<file path="config.mk">
export PLATFORM = sky130hd
export DESIGN_NAME = dacs_top
export DESIGN_NICKNAME = d
export VERILOG_FILES = /design/src/verilog/dacs_pkg.sv /design/src/verilog/dacs_top.sv /design/src/verilog/dacs_serial_rx.sv
export SDC_FILE = /design/constraint.sdc
export NUM_CORES = 1
export LEC_CHECK = 0
export BUFFER_PORTS_ARGS = -buffer_cell sky130_fd_sc_hd__buf_2
export CAP_MARGIN = 20
export CORE_ASPECT_RATIO = 0.5
export CORE_MARGIN = 4
export CORE_UTILIZATION = 45
export CTS_CLUSTER_DIAMETER = 120
export DETAILED_ROUTE_END_ITERATION = 10
export GPL_TIMING_DRIVEN = 0
export PLACE_DENSITY_LB_ADDON = 0.15
export SYNTH_ARGS = -nofsm -noshare
export SYNTH_HDL_FRONTEND = slang
export SYNTH_SLANG_ARGS = --single-unit
</file>
<file path="constraint.sdc">
create_clock -name ref_clk -period 2.7 [get_ports ref_clk]
set_input_delay 0.27 -clock ref_clk [delete_from_list [all_inputs] [get_ports ref_clk]]
set_output_delay 0.27 -clock ref_clk [all_outputs]
set_load 0.02 [all_outputs]
</file>
<file path="src/verilog/dacs_pkg.sv">
// constants, carriers and helpers shared by the dual converter control block
package dacs_pkg;
   localparam int WORD_W = 10;
   localparam int CTRL_W = 16;
   localparam int GAIN_W = 5;
   localparam int PIPE_DEPTH = 9;
   // pipeline latency in input clock cycles per output arrangement
   localparam logic [3:0] LAT_DUAL_80 = 4'h8;
   localparam logic [3:0] LAT_DUAL_40 = 4'h4;
   localparam logic [3:0] LAT_SGL_A = 4'h8;
   localparam logic [3:0] LAT_SGL_B = 4'h9;
   // falling edges of the internal sample clock before new gain codes apply
   localparam logic [1:0] GAIN_APPLY_FALLS = 2'h2;
   localparam logic [3:0] LAST_BIT = 4'hf;
   localparam logic [CTRL_W-1:0] CTRL_RESET = 16'h0000;
   // positions of the pins in the synchroniser vector
   localparam int PIN_N = 7;
   localparam int PIN_CLK = 0;
   localparam int PIN_CS_N = 1;
   localparam int PIN_SCLK = 2;
   localparam int PIN_SDI = 3;
   localparam int PIN_OE_N = 4;
   localparam int PIN_PD = 5;
   localparam int PIN_REF_OFF = 6;

   // control word, first serial bit lands in must_be_zero[2]
   typedef struct packed {
      logic [2:0] must_be_zero;
      logic bus_select;
      logic clock_mode;
      logic signed_output_select;
      logic [GAIN_W-1:0] gain_code_b;
      logic [GAIN_W-1:0] gain_code_a;
   } dacs_ctrl_s;

   typedef struct packed {
      logic valid;
      logic [WORD_W-1:0] a;
      logic [WORD_W-1:0] b;
   } dacs_smp_s;

   typedef enum logic [1:0] {
      SR_IDLE = 2'b00,
      SR_SHIFT = 2'b01,
      SR_ARMED = 2'b10,
      SR_DONE = 2'b11
   } dacs_ser_e;

   // offset binary in, msb flipped for two's complement
   function automatic logic [WORD_W-1:0] dacs_fmt(input logic [WORD_W-1:0] code, input logic tc);
      return {code[WORD_W-1] ^ tc, code[WORD_W-2:0]};
   endfunction
endpackage

</file>
<file path="src/verilog/dacs_top.sv">
// control, sampling pipeline and output drive of the dual converter
`timescale 1ns/1ps
module dacs_top
   import dacs_pkg::*;
(
   input wire logic ref_clk,
   input wire logic arst_n,
   input wire logic input_clock,
   input wire logic serial_cs_n,
   input wire logic serial_clock,
   input wire logic serial_data,
   input wire logic output_enable_n,
   input wire logic power_down_input,
   input wire logic internal_reference_off,
   input wire logic [WORD_W-1:0] core_code_a,
   input wire logic [WORD_W-1:0] core_code_b,
   output logic sample_take,
   output logic [WORD_W-1:0] primary_output_bus,
   output logic primary_output_bus_oe,
   output logic [WORD_W-1:0] secondary_output_bus,
   output logic secondary_output_bus_oe,
   output logic output_latch_clock,
   output logic output_latch_clock_n,
   output logic output_latch_clock_oe,
   output logic [GAIN_W-1:0] gain_code_a,
   output logic [GAIN_W-1:0] gain_code_b,
   output logic reference_enable,
   output logic converter_active
);
   logic [PIN_N-1:0] pins;
   logic [PIN_N-1:0] sync1;
   logic [PIN_N-1:0] sync2;
   logic clk_prev;
   logic clk_rise;
   logic pd;
   logic advance;
   dacs_ctrl_s ctrl;
   dacs_ctrl_s wr_word;
   logic wr_strobe;
   logic sample_every;
   logic phase;
   logic take_sample;
   logic isc;
   logic isc_q;
   logic isc_fall;
   logic [1:0] gain_cnt;
   logic [GAIN_W-1:0] pend_a;
   logic [GAIN_W-1:0] pend_b;
   dacs_smp_s pipe [PIPE_DEPTH];
   logic [3:0] lat_a;
   logic [3:0] lat_b;
   dacs_smp_s ent_a;
   dacs_smp_s ent_b;
   logic drive;

   // every pin crosses two flops; only sync2 is read by logic
   assign pins = {internal_reference_off, power_down_input, output_enable_n, serial_data,
                  serial_clock, serial_cs_n, input_clock};
   always_ff @(posedge ref_clk or negedge arst_n) begin
      if (!arst_n) begin
         sync1 <= 7'h12;
         sync2 <= 7'h12;
      end else begin
         sync1 <= pins;
         sync2 <= sync1;
      end
   end

   assign pd = sync2[PIN_PD];
   assign clk_rise = sync2[PIN_CLK] & ~clk_prev;
   assign advance = clk_rise & ~pd;
   assign converter_active = ~pd;
   assign reference_enable = ~sync2[PIN_REF_OFF];

   dacs_serial_rx u_serial (
      .ref_clk(ref_clk),
      .arst_n(arst_n),
      .cs_n(sync2[PIN_CS_N]),
      .sclk(sync2[PIN_SCLK]),
      .sdi(sync2[PIN_SDI]),
      .word(wr_word),
      .strobe(wr_strobe)
   );

   // format, mode and bus bits act from the load onward
   always_ff @(posedge ref_clk or negedge arst_n) begin
      if (!arst_n) begin
         ctrl <= CTRL_RESET;
      end else if (wr_strobe) begin
         ctrl <= wr_word;
      end
   end

   // only mode 1 with dual bus runs the input clock at 40 MHz
   assign sample_every = ctrl.clock_mode & ~ctrl.bus_select;
   assign take_sample = advance & (sample_every | ~phase);

   always_ff @(posedge ref_clk or negedge arst_n) begin
      if (!arst_n) begin
         clk_prev <= 1'b0;
         phase <= 1'b0;
         sample_take <= 1'b0;
      end else begin
         clk_prev <= sync2[PIN_CLK];
         sample_take <= take_sample;
         if (advance) begin
            phase <= sample_every ? 1'b0 : ~phase;
         end
      end
   end

   // internal sample clock is 40 MHz in all modes
   assign isc = sample_every ? sync2[PIN_CLK] : phase;
   assign isc_fall = isc_q & ~isc;

   always_ff @(posedge ref_clk or negedge arst_n) begin
      if (!arst_n) begin
         isc_q <= 1'b0;
         output_latch_clock <= 1'b0;
         output_latch_clock_n <= 1'b1;
      end else begin
         isc_q <= isc;
         // latch clock follows the input clock in mode 1, the half-rate phase in mode 0
         output_latch_clock <= ctrl.clock_mode ? sync2[PIN_CLK] : phase;
         output_latch_clock_n <= ctrl.clock_mode ? ~sync2[PIN_CLK] : ~phase;
      end
   end

   // gain codes wait for two sample clock falls so the amplifiers never switch mid-sample
   always_ff @(posedge ref_clk or negedge arst_n) begin
      if (!arst_n) begin
         gain_cnt <= 2'h0;
         pend_a <= '0;
         pend_b <= '0;
         gain_code_a <= '0;
         gain_code_b <= '0;
      end else if (wr_strobe) begin
         pend_a <= wr_word.gain_code_a;
         pend_b <= wr_word.gain_code_b;
         gain_cnt <= GAIN_APPLY_FALLS;
      end else if (isc_fall && gain_cnt != 2'h0) begin
         gain_cnt <= gain_cnt - 2'h1;
         if (gain_cnt == 2'h1) begin
            gain_code_a <= pend_a;
            gain_code_b <= pend_b;
         end
      end
   end

   // pipeline advances once per input clock rise; stage k holds the word taken k rises ago
   always_ff @(posedge ref_clk or negedge arst_n) begin
      if (!arst_n) begin
         pipe[0] <= '0;
      end else if (advance) begin
         pipe[0] <= '{valid: take_sample, a: core_code_a, b: core_code_b};
      end
   end

   genvar gi;
   generate
      for (gi = 1; gi < PIPE_DEPTH; gi++) begin : g_stage
         always_ff @(posedge ref_clk or negedge arst_n) begin
            if (!arst_n) begin
               pipe[gi] <= '0;
            end else if (advance) begin
               pipe[gi] <= pipe[gi-1];
            end
         end
      end
   endgenerate

   assign lat_a = ctrl.bus_select ? LAT_SGL_A : (ctrl.clock_mode ? LAT_DUAL_40 : LAT_DUAL_80);
   assign lat_b = ctrl.bus_select ? LAT_SGL_B : lat_a;
   assign ent_a = pipe[lat_a - 4'h1];
   assign ent_b = pipe[lat_b - 4'h1];

   always_ff @(posedge ref_clk or negedge arst_n) begin
      if (!arst_n) begin
         primary_output_bus <= '0;
         secondary_output_bus <= '0;
      end else if (advance) begin
         if (!ctrl.bus_select) begin
            if (ent_a.valid) begin
               primary_output_bus <= dacs_fmt(ent_a.a, ctrl.signed_output_select);
               secondary_output_bus <= dacs_fmt(ent_a.b, ctrl.signed_output_select);
            end
         end else if (ent_a.valid) begin
            primary_output_bus <= dacs_fmt(ent_a.a, ctrl.signed_output_select);
         end else if (ent_b.valid) begin
            primary_output_bus <= dacs_fmt(ent_b.b, ctrl.signed_output_select);
         end
      end
   end

   // the pad enables are gates of synchronised levels, hence a two-cycle pin-to-pad delay
   assign drive = ~sync2[PIN_OE_N] & ~pd;
   assign primary_output_bus_oe = drive;
   assign output_latch_clock_oe = drive;
   assign secondary_output_bus_oe = drive & ~ctrl.bus_select;

   logic [2:0] rises_since;
   logic seen_take;
   always_ff @(posedge ref_clk or negedge arst_n) begin
      if (!arst_n) begin
         rises_since <= 3'h0;
         seen_take <= 1'b0;
      end else if (wr_strobe) begin
         seen_take <= 1'b0;
      end else if (take_sample) begin
         rises_since <= 3'h0;
         seen_take <= 1'b1;
      end else if (advance && rises_since != 3'h7) begin
         rises_since <= rises_since + 3'h1;
      end
   end
endmodule

</file>
<file path="src/verilog/dacs_serial_rx.sv">
// write-only three-wire serial receiver for the control word
`timescale 1ns/1ps
module dacs_serial_rx
   import dacs_pkg::*;
(
   input wire logic ref_clk,
   input wire logic arst_n,
   input wire logic cs_n,
   input wire logic sclk,
   input wire logic sdi,
   output dacs_ctrl_s word,
   output logic strobe
);
   dacs_ser_e state;
   logic cs_prev;
   logic sclk_prev;
   logic sdi_prev;
   logic [3:0] cnt;
   logic [CTRL_W-1:0] shreg;
   logic sclk_fall;
   logic sclk_rise;
   logic cs_rise;
   logic cs_fall;

   assign sclk_fall = sclk_prev & ~sclk;
   assign sclk_rise = ~sclk_prev & sclk;
   assign cs_rise = ~cs_prev & cs_n;
   assign cs_fall = cs_prev & ~cs_n;

   // sdi is taken from the sample before the fall so its setup window is used, not its hold
   always_ff @(posedge ref_clk or negedge arst_n) begin
      if (!arst_n) begin
         cs_prev <= 1'b1;
         sclk_prev <= 1'b0;
         sdi_prev <= 1'b0;
      end else begin
         cs_prev <= cs_n;
         sclk_prev <= sclk;
         sdi_prev <= sdi;
      end
   end

   always_ff @(posedge ref_clk or negedge arst_n) begin
      if (!arst_n) begin
         state <= SR_IDLE;
         cnt <= 4'h0;
         shreg <= CTRL_RESET;
         word <= CTRL_RESET;
         strobe <= 1'b0;
      end else begin
         strobe <= 1'b0;
         case (state)
            SR_IDLE: begin
               cnt <= 4'h0;
               if (cs_fall) begin
                  state <= SR_SHIFT;
               end
            end
            SR_SHIFT: begin
               if (cs_rise) begin
                  state <= SR_IDLE;
               end else if (sclk_fall) begin
                  shreg <= {shreg[CTRL_W-2:0], sdi_prev};
                  cnt <= cnt + 4'h1;
                  if (cnt == LAST_BIT) begin
                     state <= SR_ARMED;
                  end
               end
            end
            SR_ARMED: begin
               if (sclk_rise || cs_rise) begin
                  word <= shreg;
                  strobe <= 1'b1;
                  state <= cs_rise ? SR_IDLE : SR_DONE;
               end
            end
            SR_DONE: begin
               // extra clocks after a completed word are ignored until deselect
               if (cs_rise) begin
                  state <= SR_IDLE;
               end
            end
            default: state <= SR_IDLE;
         endcase
      end
   end
endmodule

</file>
==> results.md <==
| Parameter | This run |
|:---|:---|
| Critical path startpoint category | flop |
| Synthesis-stage register bit count | 280 |
| Relative max-transition margin | 46.6% |
| Clock root buffer | sky130_fd_sc_hd__clkbuf_16 |
| Post-DR vias/cell | 4.85 |
| Die span in y | 118 µm |
| Switching portion of total power | 26.8% |
| Proportion of power drawn by combinational gates | 11.4% |
| Worst Max-Slew Pin Slew | 0.801 ns |
| DIE AREA | 26900 µm² |
| Area of the core | 23300 µm² |
| DP Area | 11700 µm² |
| Layout cell share with drive strength beyond 1 | 15.3% |
| Post-Place Worst Slack | 0.278 ns |
| Arrival time of the worst setup path | 2.86 ns |
| Post-Synthesis Cell Area | 10900 µm² |
| Internal power | 0.00750 W |
| Total global routing overflow | 0 |
| Area share of the largest cell type after synthesis | 63.1% |
| Reported max-cap violation count | 0 |
| Synthesized instance count | 1079 |
| Floorplan row count | 39 |
| Number of design rule violations left after detail routing | 0 |
| Fraction of power consumed by sequential logic | 52.8% |
| Post-CTS setup repair buffer count | 0 |
| R2r setup slk | 0.32 ns |
| Final period utilization | 88.3% |
| Placed Cells | 1454 |
| Clock transition at the registers of the reported paths | 0.06 ns |
| Number of hold violations in the final report | 0 |
| PortBufs | 66 |
| Peak supply drop | 0.000370 V |
| Pins over their slew limit | 0 |
| Maximum buffer depth of the clock tree | 3 |
| Hpwl dp | 15600 µm |
| PD cells | 801 nW/µm² |
| Detailed-routing iteration count for the pre-antenna-repair pass | 5 |
| Number of vias after detailed routing | 7413 |
| Kind of end point of the critical path | flop |
| Cell type with the largest total area after synthesis | sky130_fd_sc_hd__dfrtp_1 |
| Highest achievable clock rate | 419 MHz |
| Number of H-tree branching levels | 1 |
| Net Sw Power | 0.00274 W |
| Leading register cell type out of synthesis | sky130_fd_sc_hd__dfrtp_1 |
| Nets in the synthesized netlist | 1111 |
| Number of routed nets with antenna violations | 0 |
| Number of enable flip-flop cells after synthesis | 0 |
| Global placer's final weighted congestion | 0.807 |
| Wire length of the first global-routing pass | 39900 µm |
| Worst Path Class, Setup | flop to flop |
| Synth top cells by count | sky130_fd_sc_hd__nand2_1 (556), sky130_fd_sc_hd__dfrtp_1 (274), sky130_fd_sc_hd__mux2_2 (62), sky130_fd_sc_hd__clkbuf_1 (49), sky130_fd_sc_hd__o21ai_0 (21) |
| Fin util | 54.9% |
| Antenna violations before repair | 0 |
| IO Pins | 67 |
| Routed Wire Length | 23500 µm |
| Total setup violations reported at the end of the flow | 0 |
| Synthesis warning total | 0 |
| Antenna cell count | 0 |
| Worst R2R Path Depth | 6 |
| Cell types with the largest area share after synthesis | sky130_fd_sc_hd__dfrtp_1 (63%), sky130_fd_sc_hd__nand2_1 (19%), sky130_fd_sc_hd__mux2_2 (6.4%) |
| Fin crit period | 2.38 ns |
| CTS tree | done |
| Number of distinct library cells after synthesis | 36 |
| Sinks on Clock Net | 280 |
| Layout Cells excl Fill | 1530 |
| Starting density of the core | 46.7% |
| Share of synthesized flip-flops with an asynchronous set or reset | 100% |
| Clock network fraction of design power | 35.8% |
| Total Nets Final | 1235 |
| Worst Path Required | 3.17 ns |
| Final routed wire length divided by cell count | 15.4 µm |
| Run status | finished clean |
| Register area share after synthesis | 64.5% |
| GRT Total Usage | 18.1% |
| Post-Route Skew | 0.00972 ns |
| Most frequent cell after synthesis | sky130_fd_sc_hd__nand2_1 |
| Worst flop-to-flop path endpoint | pipe[183] |
| Number of global-route vias before repair | 7542 |
| RSZ-0062 raised after global routing | no |
| Clock latency of the later-clocked register in the worst-skew pair | 0.53 ns |
| Area of all placed cells without fillers | 12800 µm² |
| LEAKAGE | 6.83 nW |
| Average cell area after synthesis | 10.1 µm² |
| Crit-path max FO | 10 |
| RR Startpoint | sync2[0] |
| TritonCTS buffer count | 26 |
| Drt initial violations | 616 |
| Type of the tightest min-delay check | input port to asynchronous set/reset pin |
| Layout-stage area growth over the synthesis result | 17.6% |
| Pin count of the biggest net entering global routing | 129 |
| Horizontal die dimension | 228 µm |
| Final WS setup | 0.316 ns |
## through the flow
step           hold WS, ns  power, W  setup TNS [ns]
2_1_floorplan      -0.0256   0.00611               0
3_5_place_dp         0.173   0.00663               0
4_1_cts              0.183    0.0104               0
3_3_place_gp         0.332   0.00656        -1009.65
5_1_grt              0.227    0.0108               0
6_report             0.209    0.0102               0
## cell type report
| class | instances | area, µm² |
|---|---|---|
| clock buffers | 41 | 787 |
| well taps | 307 | 384 |
| repair buffers | 96 | 676 |
| clock inverters | 7 | 71.3 |
| plain buffers | 58 | 241 |
| flip-flops and latches | 280 | 7010 |
| inverters | 9 | 33.8 |
| multi-input cells | 732 | 3580 |
| fillers | 2054 | 10500 |
## critical path: stages (launching register included)
cell                       delay [ns]
sky130_fd_sc_hd__dfrtp_1         0.42
sky130_fd_sc_hd__or3b_1          0.22
sky130_fd_sc_hd__clkbuf_1        0.42
sky130_fd_sc_hd__clkbuf_1        0.52
sky130_fd_sc_hd__clkbuf_1        0.51
sky130_fd_sc_hd__nand2_1         0.13
sky130_fd_sc_hd__nand2_1         0.10
## power by group through the flow
stage / Combinational, W / Sequential, W / Clock, W
floorplan: 0.000740 / 0.00537 / 0
CTS: 0.00119 / 0.00541 / 0.00375
global route: 0.00137 / 0.00550 / 0.00397
detailed placement: 0.00115 / 0.00548 / 0
global placement: 0.00110 / 0.00546 / 0
finish: 0.00117 / 0.00541 / 0.00366
## metal layers
layer	track usage [%]	vias to the layer above	wire (µm)
li1	-	3651	-
met1	27.0	3588	11600
met2	27.7	140	10500
met3	3.58	34	1000
met4	3.94	0	403
met5	0	-	0
## worst max path at each step
stage,from,endpoint,slack [ns],depth (start not counted)
floorplan,ctrl[12],gain_code_a[0],0.80,6
global placement,arst_n,pipe[28],-3.67,1
detailed placement,sync2[0],pipe[58],0.28,6
CTS,sync2[0],pipe[58],0.29,6
global route,sync2[0],pipe[0],0.09,6
finish,sync2[0],pipe[183],0.32,6
## cell families after synthesis
family / share of synthesized area, %
compound gates: 2.85
fa+ha+maj: 0.345
xor+xnor: 0.403
buf+inv: 2.53
mux: 8.26
simple gates: 21.1
flops: 64.5
## state kept, by name, summed over array words and instances, names as in the netlist, 7 cells and up
name	count
sync2	7
sync1	7
u_serial.word	13
primary_output_bus	10
secondary_output_bus	10
pipe	179
u_serial.shreg	13
## repair_timing
item                                    CTS  global route
resized for setup                         0             0
hold buffers                             28             0
endpoints found under the hold margin    63             0
endpoints found under the setup margin    0             0
## placed cells by master (no fill, tap or decap), types with 4 or more instances in the layout
cell type                       instances
sky130_fd_sc_hd__nor2b_1                5
sky130_fd_sc_hd__nand2b_1               4
sky130_fd_sc_hd__mux2i_1               20
sky130_fd_sc_hd__nor3_1                 4
sky130_fd_sc_hd__clkbuf_1              56
sky130_fd_sc_hd__dfrtp_1              274
sky130_fd_sc_hd__mux2_2                62
sky130_fd_sc_hd__clkbuf_16             26
sky130_fd_sc_hd__nor2_1                16
sky130_fd_sc_hd__nand2_1              556
sky130_fd_sc_hd__buf_2                 69
sky130_fd_sc_hd__a22o_1                 5
sky130_fd_sc_hd__a21oi_1               10
sky130_fd_sc_hd__dlygate4sd3_1         28
sky130_fd_sc_hd__clkinv_2               5
sky130_fd_sc_hd__o21ai_0               21
sky130_fd_sc_hd__clkbuf_8               8
sky130_fd_sc_hd__dfstp_2                6
sky130_fd_sc_hd__inv_1                  9
(Power assumes the default switching activity.)
